$ cat config.mk
export PLATFORM = sky130hd
export DESIGN_NAME = prm_register_map
export DESIGN_NICKNAME = d
export VERILOG_FILES = /design/src/rtl/prm_pkg.sv /design/src/rtl/prm_res_if.sv /design/src/rtl/prm_register_map.sv /design/src/rtl/prm_result_bank.sv
export SDC_FILE = /design/constraint.sdc
export NUM_CORES = 2
export LEC_CHECK = 0
export BUFFER_PORTS_ARGS = -buffer_cell sky130_fd_sc_hd__buf_4
export CORE_AREA = 5 5 442 444
export DETAILED_ROUTE_END_ITERATION = 7
export DIE_AREA = 0 0 447 449
export GPL_ROUTABILITY_DRIVEN = 0
export MAX_ROUTING_LAYER = met4
export PLACE_DENSITY = 0.4
export SYNTH_ARGS = -nofsm -noshare
export SYNTH_HDL_FRONTEND = slang
export SYNTH_SLANG_ARGS = --single-unit
$ cat constraint.sdc
create_clock -name clk_sys_i -period 4.31 [get_ports clk_sys_i]
set_clock_uncertainty 0.05 [all_clocks]
set_input_delay 0.2155 -clock clk_sys_i [delete_from_list [all_inputs] [get_ports clk_sys_i]]
set_output_delay 0.2155 -clock clk_sys_i [all_outputs]
set_load 0.02 [all_outputs]
$ cat src/rtl/prm_pkg.sv
/*
  prm_pkg: constants for the paged register map of the touch and audio controller.
  Assumes a 16-bit command word and 16-bit data words on the register port.
*/
package prm_pkg;
  // ---------------------------------------------------------------
  // command word layout
  // ---------------------------------------------------------------
  localparam int PRM_CMD_DIR_BIT = 15;
  localparam int PRM_CMD_PAGE_LSB = 11;
  localparam int PRM_CMD_ADDR_LSB = 5;
  localparam logic [4:0] PRM_CMD_PAD = 5'h00;
  // ---------------------------------------------------------------
  // pages and addresses
  // ---------------------------------------------------------------
  localparam logic [3:0] PRM_PAGE_DATA = 4'h0;
  localparam logic [3:0] PRM_PAGE_TOUCH = 4'h1;
  localparam logic [3:0] PRM_PAGE_AUDIO = 4'h2;
  localparam logic [3:0] PRM_PAGE_BUFFER = 4'h3;
  localparam logic [5:0] PRM_ADDR_HORIZONTAL = 6'h00;
  localparam logic [5:0] PRM_ADDR_VERTICAL = 6'h01;
  localparam logic [5:0] PRM_ADDR_PRESSURE_FIRST = 6'h02;
  localparam logic [5:0] PRM_ADDR_PRESSURE_SECOND = 6'h03;
  localparam logic [5:0] PRM_ADDR_BATTERY = 6'h05;
  localparam logic [5:0] PRM_ADDR_AUX_ONE = 6'h07;
  localparam logic [5:0] PRM_ADDR_AUX_TWO = 6'h08;
  localparam logic [5:0] PRM_ADDR_TEMP_FIRST = 6'h09;
  localparam logic [5:0] PRM_ADDR_TEMP_SECOND = 6'h0a;
  localparam logic [5:0] PRM_ADDR_TOUCH_LAST = 6'h0d;
  localparam logic [5:0] PRM_ADDR_AUDIO_LAST = 6'h27;
  localparam logic [5:0] PRM_ADDR_PAGE_LAST = 6'h3f;
  localparam int PRM_RESULT_COUNT = 9;
  localparam int PRM_RESULT_WIDTH = 12;
  // ---------------------------------------------------------------
  // reset values and read fillers
  // ---------------------------------------------------------------
  localparam logic [15:0] PRM_RESULT_RESET = 16'h0000;
  localparam logic [15:0] PRM_CTRL_RESET = 16'h0000;
  localparam logic [15:0] PRM_RESERVED_READ = 16'h0000;
  localparam logic [15:0] PRM_PAST_END_READ = 16'hffff;
  // ---------------------------------------------------------------
  // transfer states
  // ---------------------------------------------------------------
  typedef enum logic [1:0] {PRM_IDLE, PRM_READ, PRM_WRITE} prm_state_t;
endpackage : prm_pkg

$ cat src/rtl/prm_res_if.sv
/*
  prm_res_if: conversion result write path into the result bank and read path out of it.
  Assumes one producer (the register map top) and one consumer (the bank).
*/
`timescale 1ns/1ps
`default_nettype none
interface prm_res_if;
  logic wr_en;
  logic [3:0] wr_idx;
  logic [11:0] wr_value;
  logic [3:0] rd_idx;
  logic [15:0] rd_word;
  modport src (output wr_en, output wr_idx, output wr_value, output rd_idx, input rd_word);
  modport bank (input wr_en, input wr_idx, input wr_value, input rd_idx, output rd_word);
endinterface : prm_res_if
`default_nettype wire

$ cat src/rtl/prm_register_map.sv
/*
  prm_register_map: paged 16-bit register map behind the serial command port.
  Assumes the serial deframer delivers whole 16-bit words as one-cycle strobes,
  and a frame-start pulse on each falling edge of the select line.
*/
// Contract
// Storage is 16-bit registers in four pages: results, two control, buffer.
// Page 0 results at 00-03, 05, 07-0A; other addresses reserved.
// All page 0 results read zero after reset until a conversion writes.
// Page 0 results are read only; host writes are ignored.
// Result words hold a 12-bit value right-justified, top four bits zero.
// Control bits may read as status and write as command.
// Page 1 control registers occupy addresses 00 through 0D.
// Page 2: coefficients 07-1A, clock synth 1B-1C, pin control 23; 28+ reserved.
// Page 3 buffer locations occupy every address 00 to 3F.
// Access starts with command: direction bit 15, page, address, five zero bits.
// Address auto-increments; reads past page end return all ones.
// Reserved addresses read zero; writes there change nothing.
`timescale 1ns/1ps
`default_nettype none
module prm_register_map
  import prm_pkg::*;
(
  // clock and reset
  input wire logic clk_sys_i,
  input wire logic resetn_i,
  // deframed serial port
  input wire logic frame_start_i,
  input wire logic word_valid_i,
  input wire logic [15:0] word_i,
  output logic [15:0] read_word_o,
  output logic read_valid_o,
  // converter result input
  input wire logic conv_valid_i,
  input wire logic [3:0] conv_idx_i,
  input wire logic [11:0] conv_value_i,
  // page 1 status seen on reads of control bits; page 3 buffer word and pop
  input wire logic [15:0] touch_status_i [14],
  input wire logic [15:0] buffer_word_i,
  output logic buffer_pop_o,
  // settings written to control pages
  output logic [15:0] touch_setting_o [14],
  output logic [15:0] audio_setting_o [40]
);
  // ---------------------------------------------------------------
  // decode
  // ---------------------------------------------------------------
  function automatic logic [3:0] prm_result_index(input logic [5:0] a);
    unique case (a)
      PRM_ADDR_HORIZONTAL: return 4'h0;
      PRM_ADDR_VERTICAL: return 4'h1;
      PRM_ADDR_PRESSURE_FIRST: return 4'h2;
      PRM_ADDR_PRESSURE_SECOND: return 4'h3;
      PRM_ADDR_BATTERY: return 4'h4;
      PRM_ADDR_AUX_ONE: return 4'h5;
      PRM_ADDR_AUX_TWO: return 4'h6;
      PRM_ADDR_TEMP_FIRST: return 4'h7;
      PRM_ADDR_TEMP_SECOND: return 4'h8;
      default: return 4'hf;
    endcase
  endfunction

  prm_state_t state_reg;
  logic [3:0] page_reg;
  logic [5:0] addr_reg;
  logic past_end_reg;
  logic [15:0] touch_reg [14];
  logic [15:0] audio_reg [40];
  logic [15:0] read_word_reg;
  logic read_valid_reg;
  logic pop_reg;

  prm_res_if res ();
  prm_result_bank u_bank (.clk_sys_i(clk_sys_i), .resetn_i(resetn_i), .res(res.bank));

  // ---------------------------------------------------------------
  // result path
  // ---------------------------------------------------------------
  // only the converter port writes results; host writes never reach here
  assign res.wr_en = conv_valid_i;
  assign res.wr_idx = conv_idx_i;
  assign res.wr_value = conv_value_i;

  // frame start wins: a word in the same cycle is dropped, never answered
  wire cmd_word = word_valid_i && !frame_start_i && state_reg == PRM_IDLE;
  wire data_word = word_valid_i && !frame_start_i && state_reg != PRM_IDLE;
  wire [3:0] cmd_page = word_i[PRM_CMD_PAGE_LSB +: 4];
  wire [5:0] cmd_addr = word_i[PRM_CMD_ADDR_LSB +: 6];
  wire cmd_is_read = word_i[PRM_CMD_DIR_BIT];
  // on a read command the first word out is for the commanded address
  wire [3:0] acc_page = cmd_word ? cmd_page : page_reg;
  wire [5:0] acc_addr = cmd_word ? cmd_addr : addr_reg;
  wire acc_past = cmd_word ? 1'b0 : past_end_reg;
  assign res.rd_idx = prm_result_index(acc_addr);

  wire touch_hit = acc_addr <= PRM_ADDR_TOUCH_LAST;
  wire audio_hit = acc_addr <= PRM_ADDR_AUDIO_LAST;
  wire page_ok = acc_page <= PRM_PAGE_BUFFER;
  wire [15:0] touch_rd = touch_hit ? touch_status_i[acc_addr[3:0]] : PRM_RESERVED_READ;
  wire [15:0] audio_rd = audio_hit ? audio_reg[acc_addr] : PRM_RESERVED_READ;
  wire [15:0] page_rd =
      !page_ok ? PRM_RESERVED_READ :
      acc_page == PRM_PAGE_DATA ? res.rd_word :
      acc_page == PRM_PAGE_TOUCH ? touch_rd :
      acc_page == PRM_PAGE_AUDIO ? audio_rd :
      buffer_word_i;
  wire [15:0] rd_mux = acc_past ? PRM_PAST_END_READ : page_rd;
  wire read_now = (cmd_word && cmd_is_read) || (data_word && state_reg == PRM_READ);
  wire write_now = data_word && state_reg == PRM_WRITE && !past_end_reg;
  wire write_touch = write_now && page_reg == PRM_PAGE_TOUCH && touch_hit;
  wire write_audio = write_now && page_reg == PRM_PAGE_AUDIO && audio_hit;
  wire at_last = acc_addr == PRM_ADDR_PAGE_LAST;

  // ---------------------------------------------------------------
  // transfer sequencer
  // ---------------------------------------------------------------
  always_ff @(posedge clk_sys_i or negedge resetn_i) begin
    if (!resetn_i) begin
      state_reg <= PRM_IDLE;
      page_reg <= 4'h0;
      addr_reg <= 6'h00;
      past_end_reg <= 1'b0;
    end else if (frame_start_i) begin
      state_reg <= PRM_IDLE;
      past_end_reg <= 1'b0;
    end else if (cmd_word) begin
      state_reg <= cmd_is_read ? PRM_READ : PRM_WRITE;
      page_reg <= cmd_page;
      // a read has already consumed the commanded location
      addr_reg <= cmd_is_read ? cmd_addr + 6'h01 : cmd_addr;
      past_end_reg <= cmd_is_read && cmd_addr == PRM_ADDR_PAGE_LAST;
    end else if (data_word) begin
      addr_reg <= addr_reg + 6'h01;
      past_end_reg <= past_end_reg || at_last;
    end
  end

  // ---------------------------------------------------------------
  // control storage
  // ---------------------------------------------------------------
  genvar g;
  generate
    for (g = 0; g < 14; g++) begin : g_touch
      always_ff @(posedge clk_sys_i or negedge resetn_i) begin
        if (!resetn_i) begin
          touch_reg[g] <= PRM_CTRL_RESET;
        end else if (write_touch && addr_reg == 6'(g)) begin
          touch_reg[g] <= word_i;
        end
      end
    end
    for (g = 0; g < 40; g++) begin : g_audio
      always_ff @(posedge clk_sys_i or negedge resetn_i) begin
        if (!resetn_i) begin
          audio_reg[g] <= PRM_CTRL_RESET;
        end else if (write_audio && addr_reg == 6'(g)) begin
          audio_reg[g] <= word_i;
        end
      end
    end
  endgenerate

  // ---------------------------------------------------------------
  // read output
  // ---------------------------------------------------------------
  always_ff @(posedge clk_sys_i or negedge resetn_i) begin
    if (!resetn_i) begin
      read_word_reg <= 16'h0000;
      read_valid_reg <= 1'b0;
      pop_reg <= 1'b0;
    end else begin
      read_valid_reg <= read_now;
      pop_reg <= read_now && acc_page == PRM_PAGE_BUFFER && !acc_past;
      if (read_now) begin
        read_word_reg <= rd_mux;
      end
    end
  end

  assign read_word_o = read_word_reg;
  assign read_valid_o = read_valid_reg;
  assign buffer_pop_o = pop_reg;
  assign touch_setting_o = touch_reg;
  assign audio_setting_o = audio_reg;
endmodule : prm_register_map
`default_nettype wire

$ cat src/rtl/prm_result_bank.sv
/*
  prm_result_bank: nine read-only conversion result words of page 0.
  Assumes writes come only from the converter side, never from the host.
*/
`timescale 1ns/1ps
`default_nettype none
module prm_result_bank
  import prm_pkg::*;
(
  // clock and reset
  input wire logic clk_sys_i,
  input wire logic resetn_i,
  // result path
  prm_res_if.bank res
);
  logic [PRM_RESULT_WIDTH-1:0] value_reg [PRM_RESULT_COUNT];
  wire rd_ok = res.rd_idx < 4'(PRM_RESULT_COUNT);

  genvar g;
  generate
    for (g = 0; g < PRM_RESULT_COUNT; g++) begin : g_res
      always_ff @(posedge clk_sys_i or negedge resetn_i) begin
        if (!resetn_i) begin
          value_reg[g] <= PRM_RESULT_RESET[PRM_RESULT_WIDTH-1:0];
        end else if (res.wr_en && res.wr_idx == 4'(g)) begin
          value_reg[g] <= res.wr_value;
        end
      end
    end
  endgenerate

  // top nibble forced low so a wide source can never leak in
  assign res.rd_word = rd_ok ? {4'h0, value_reg[res.rd_idx]} : PRM_RESERVED_READ;
endmodule : prm_result_bank
`default_nettype wire

* Word level (Yosys, flattened, before mapping)
Memories as Yosys holds them, arrays and structs flattened.
Index checks and enable logic that the tools add are counted.
** Word-level totals
- Output and inout port bits :: 882
- Input bits :: 277
- Logic and storage cells :: 262
- Memories kept :: 1
- ROM bits :: 64
- Register bits after elaboration :: 1003
** Memory list
- (name not given) :: words 16, bits a word 4, rd ports 1, clocked after Yosys merged registers in 0, write ports 0, line prm_register_map.sv:49 : unique case (a)
** Cells by class
- Equality and inequality tests :: 56
- Add/sub/neg operators :: 2
- $lt $le $gt $ge :: 7
- Multiplexer cells :: 30
- Bitwise operators :: 4
- Reduce and logical (&&, ||, !) cells :: 92
** Operator list (count)
- $mux 16 :: 11
- $bmux 16 s6 :: 1
- $eq 6x5->1 const B :: 16
- $logic_and 1x1->1 :: 77
- $bmux 16 s4 :: 1
- $eq 6x6->1 const B :: 10
- $bmux 12 s4 :: 1
- $eq 6x4->1 const B :: 8
- $mux 12 :: 3
- $eq 6x3->1 const B :: 4
- $mux 6 :: 4
- $eq 4x2->1 const B :: 5
- $eq 4x3->1 const B :: 4
- $add 6x1->6 const B :: 2
- $eq 4x1->1 const B :: 3
- $eq 6x2->1 const B :: 2
- $ge 5x5->1 const B :: 2
- $not 4->5 :: 2
- $logic_not 4->1 :: 2
- $mux 4 :: 2
- $ge 7x7->1 const B :: 1
- $not 6->7 :: 1
- $eq 6x1->1 const B :: 1
- $le 6x4->1 const B :: 1
- 16 further kinds :: 27

* Longest topological paths before layout
- Depth in word-level cells :: 14
- Gate-level depth with buffers :: 13

* Modules after synthesis
Synthesis repeated with hierarchy kept, for this count alone.
** Unflattened totals
- Cell total of the unflattened synthesis :: 4006
- Area total of the unflattened synthesis :: 48047.3 um^2
** By module, submodules not included
- prm_register_map :: cells each 3656, seq. area each 22396.5 um^2, instances 1, area each 42951.2 um^2
- prm_result_bank :: cells each 350, seq. area each 2702.6 um^2, instances 1, area each 5096.1 um^2

* Worst setup path before layout
No wires, ideal clock.
- Path kind :: register to register
- Start point :: register state_reg[1]
- End point :: register read_word_reg[4], in the netlist read_word_o[4]
- Library setup time :: 0.128 ns
- Buffers on the path :: 2
- Period minus slack after synthesis :: 3.032 ns
- Arrival :: 2.854 ns
- Slack :: 1.278 ns
- Data required time :: 4.132 ns
- Cell stages (with the launch flop) :: 11
- Path through :: dfrtp_1 > nor4b_4 > mux2i_1 > nor2_2 > a32oi_1 > buf_6 > buf_12 > mux4_2 > nor2b_1 > a211oi_1 > nor3_1
** Between the ends
- Longest elaborated chain between the ends :: 13
- Elaborated cells on any way between the ends :: 41
- Classes of those cells :: 4 x order compare; 3 x eq/ne; 21 x mux; 3 x bitwise; 9 x reduce/logical; 1 x memory
** RTL lines
- from (decl) :: line prm_register_map.sv:63 : prm_state_t state_reg;
- from (signal assigned) :: line prm_register_map.sv:127 : state_reg <= cmd_is_read ? PRM_READ : PRM_WRITE;
- $logic_not 2->1 :: line prm_register_map.sv:85 : wire cmd_word = word_valid_i && !frame_start_i && state_reg == PRM_IDLE;
- $logic_and 1x1->1 :: line prm_register_map.sv:85
- $mux 6 :: line prm_register_map.sv:92 : wire [5:0] acc_addr = cmd_word ? cmd_addr : addr_reg;
- $mem_v2 16x4 (tied with other cells)
- $mux 4 or $bmux 16 s6 (tied branches) :: line prm_register_map.sv:49, prm_register_map.sv:100
- $not 4->5 (implied by the code) or $mux 16 (tied branches) :: line prm_result_bank.sv:33, prm_register_map.sv:100
- $bmux 12 s4 or $mux 16 (tied branches) :: line prm_result_bank.sv:33, prm_register_map.sv:100
- $mux 12 (implied by the code) or $mux 16 (tied branches) :: line prm_result_bank.sv:33, prm_register_map.sv:100
- $mux 12 (implied by the code) or $mux 16 (tied branches) :: line prm_result_bank.sv:33, prm_register_map.sv:105
- $mux 12 or $mux 16 (tied branches) :: line prm_result_bank.sv:33, prm_register_map.sv:104
- $mux 16 :: line prm_register_map.sv:103 : acc_page == PRM_PAGE_DATA ? res.rd_word :
- $mux 16 :: line prm_register_map.sv:102 : !page_ok ? PRM_RESERVED_READ :
- $mux 16 :: line prm_register_map.sv:107 : wire [15:0] rd_mux = acc_past ? PRM_PAST_END_READ : page_rd;
- to (signal assigned) :: line prm_register_map.sv:175 : read_word_reg <= rd_mux;
- to (decl) :: line prm_register_map.sv:69 : logic [15:0] read_word_reg;
Several ways; a longest one is shown, not always the timed one. The select of a mux whose other input is x is not followed.
A chain may end at the register's enable or synchronous reset.

* Final worst setup path
- Start point :: register state_reg[1]
- End point :: register read_word_reg[12], in the netlist read_word_o[12]
** Between the ends
- Longest elaborated chain between the ends :: 13
- Elaborated cells on any way between the ends :: 32
- Classes of those cells :: 3 x order compare; 3 x eq/ne; 16 x mux; 2 x bitwise; 8 x reduce/logical
** RTL lines
- $logic_not 2->1 :: line prm_register_map.sv:85
- $logic_and 1x1->1 :: line prm_register_map.sv:85
- $mux 6 :: line prm_register_map.sv:92
- $not 6->7 (implied by the code) :: line prm_register_map.sv:100 : wire [15:0] audio_rd = audio_hit ? audio_reg[acc_addr] : PRM_RESERVED_READ;
- $bmux 16 s6 :: line prm_register_map.sv:100
- $mux 16 (implied by the code) (2 in series) :: line prm_register_map.sv:100
- $mux 16 :: line prm_register_map.sv:100
- $mux 16 :: line prm_register_map.sv:105 : acc_page == PRM_PAGE_AUDIO ? audio_rd :
- $mux 16 :: line prm_register_map.sv:104 : acc_page == PRM_PAGE_TOUCH ? touch_rd :
- $mux 16 :: line prm_register_map.sv:103
- $mux 16 :: line prm_register_map.sv:102
- $mux 16 :: line prm_register_map.sv:107
Several ways; a longest one is shown, not always the timed one. The select of a mux whose other input is x is not followed.

==> results.py <==
metrics = {
    "place": {
        "hpwlAfterDp_mm": 203,
        "placed_cells": 7334,
        "portBuffers": 1158,
    },
    "clock_network": {
        "cts.sinks": 1003,
        "cts.htree.levels": 4,
        "cts_buffer_depth": 3,
        "path_clk_slew_ps": 60,
        "ctsResizeCount": 0,
        "cts_made_buffers": 132,
        "clock-root-buffer": "clkbuf_16",
        "cts_tree": "done",
        "worst_skew_pair.late_latency_ps": 800,
    },
    "sta": {
        "max_slew_margin": 0.189,
        "rsz0062_at_grt": "no",
        "hold_viol": 0,
        "clock.fmax_ghz": 0.239,
        "min_period_ps": 4180,
        "maxSlewViolCount": 0,
        "finalCritPeriodShare": 0.971,
        "finalSetupViolCount": 0,
        "worstMarginPinSlew_ps": 1220,
    },
    "synth": {
        "synth_area_sq_um": 47300,
        "synth-async-reset-ratio": 1.00,
        "synth_xor_xnor_area_share": 0.000926,
        "synth_top_family_by_area": "multiplexers",
        "synth_top_area_share": 0.531,
        "syn_inst": 3739,
        "synth-adder-area-share": 0.00132,
        "syn-num-nets": 4021,
        "yosysSeqAreaShare": 0.531,
        "yosysWarnings": 0,
        "synth-seq-cells": 1003,
        "yosys.area.top_type": "dfrtp_1",
        "synth_compound_area_frac": 0.0484,
        "synth_area_leaders": "dfrtp_1 53%, mux2_2 23%, nand2_1 4.4%, mux4_2 3.9%, mux2i_1 2.0%",
        "ys_types": 71,
        "avgSynthCellArea_sq_um": 12.6,
        "synth_ff_type": "dfrtp_1",
        "synth_mux_area_frac": 0.292,
        "yosys.area_share.simple": 0.0905,
        "synth-edff-count": 0,
    },
    "global_routing": {
        "grt-ovfl-total": 0,
        "grt_pass1_vias": 39500,
        "grt_usage": 0.271,
        "antenna_found_initial": 33,
        "grt_max_degree": 125,
        "grt_pass1_wl_mm": 363,
    },
    "outcome": {
        "run_status": "complete, no violations",
    },
    "drt": {
        "wl_mm": 271,
        "drc": 0,
        "postRouteAntennaNets": 0,
        "wl_per_cell_um": 35.5,
        "vias": 38100,
        "drtIter0Drc": 3118,
        "first_pass_iters": 5,
        "vias_per_cell": 5.00,
    },
    "floorplanning": {
        "initial_utilization": 0.247,
        "io_pins": 1159,
        "row_count": 161,
        "die_h_um": 449,
        "core_area_sq_um": 191000,
        "die_area_sq_um": 201000,
        "die_x_um": 447,
    },
    "final_layout": {
        "largest_register_ffs": 640,
        "final_util": 0.339,
        "final_common_cell": "buf_4",
        "fin_cells": 7630,
        "layout.cells.most_common_list": "1,343 x buf_4, 1,003 x dfrtp_1, 974 x mux2_2",
        "layout-drive-gt1-share": 0.537,
        "nNetsFinal": 5271,
        "areaGrowthSynthToFinish_pct": 37.1,
    },
    "critical_path": {
        "worst_path_max_delay_cell": "a22oi_1",
        "cp-end-kind": "register",
        "critPathBufInv": 4,
        "cp_data_required_time_ps": 4910,
        "max_stage_delay_ps": 610,
        "path_class": "register to register",
        "cp_max_fo": 37,
        "cp_top_family": "multiplexers",
        "worstSetupStartpointType": "register",
        "path_common_cell": "buf_4",
        "reg2reg_slack_ps": 130,
        "path_cells": "nor4b_4 > buf_12 > mux2_8 > buf_4 > buf_4 > mux4_2 > a22oi_1 > buf_4 > o211ai_1 > a21oi_1 > a211oi_1",
        "crit_arrival_ps": 4780,
    },
    "pwr": {
        "p_total_uw": 27100,
        "p_per_area_nw_per_um2": 418,
        "peakVddDrop_mv": 0.279,
        "cellLeakagePower_uw": 0.0316,
    },
    "run": {
        "cap_violations": 0,
    },
    "worst_hold_path": {
        "hp-class": "input pin to register",
    },
}
[metrics by stage]
step,hold slack (ps),cell area (sq um),TNS (ps),worst slack [ps]
after CTS,4.68,64800,0,90.6
after global placement,180,59800,-68.6,-68.6
after detailed placement,185,59800,-37.8,-37.8
final,58.5,64800,0,126
after floorplan,-130,47300,0,1280
after global routing,30.1,64800,0,59.1
[synthesized netlist by cell type, drive strengths merged, types with 6 or more instances]
cell    number
and2         8
nand3      135
mux2i       95
nand2      555
o221ai      16
nor3b        6
nor3        17
mux4        81
nor4         7
a221oi      20
a31oi       45
nor2b       19
nand4       38
a22oi       21
o211ai       8
nor2       110
buf        136
clkbuf     172
a21oi       85
a211oi      34
a32oi       29
dfrtp     1003
mux2       979
o21ai       48
[layer usage]
layer	global-route usage	share of wire	vias up
li1	-	-	16000
met1	0.320	0.40	20400
met2	0.455	0.50	1436
met3	0.0605	0.064	310
met4	0.0922	0.037	0
met5	-	0	-
[layout make-up]
class	instances	area (sq um)
Sequential cell	1003	25100
Clock buffer	194	3900
Inverter	4	15.0
Clock inverter	38	557
Multi-Input combinational cell	2424	20800
Antenna cell	17	42.5
Fill cell	19300	126000
Timing Repair Buffer	1424	11300
Tap cell	2526	3160
[cell families after synthesis]
kind of cell             Yosys count
XOR/XNOR                           5
flip-flops                      1003
adder cells (fa/ha/maj)            5
AO/OA/AOI/OAI                    340
multiplexers                    1155
AND/OR/NAND/NOR                  919
buffers and inverters            312
[worst register-to-register path, cell delays in order, from the launching register on]
cell,delay [ps]
dfrtp_1,460
nor4b_4,340
buf_12,270
mux2_8,540
buf_4,420
buf_4,190
mux4_2,550
a22oi_1,610
buf_4,220
o211ai_1,140
a21oi_1,190
a211oi_1,60
[where the power goes]
group	total, uW	switching, uW	internal (uW)
Sequential	10000	278	9760
Combinational	5600	3760	1830
Clock	11400	4700	6740
Total	27100	8740	18300
[worst paths after layout]
path,depth (start not counted),endpoint,start
max in group asynchronous,5,audio_setting_o[92]$_DFFE_PN0P_,resetn_i
worst min register to register,1,u_bank.value_reg[51]$_DFFE_PN0P_,u_bank.value_reg[51]$_DFFE_PN0P_
worst max-delay path,11,read_word_o[12]$_DFFE_PN0N_,state_reg[1]$_DFFE_PN0P_
worst min-delay path,5,read_word_o[14]$_DFFE_PN0N_,touch_status_i[94]
min in group asynchronous,3,audio_setting_o[375]$_DFFE_PN0P_,resetn_i
worst max register to register,11,read_word_o[12]$_DFFE_PN0N_,state_reg[1]$_DFFE_PN0P_
[timing repair]
item	CTS	global route
endpoints found under the setup margin	1	0
hold endpoints to repair	356	0
buffers inserted	2	0
hold buffers	45	0
Note: power is estimated with default switching activity, not from simulation.
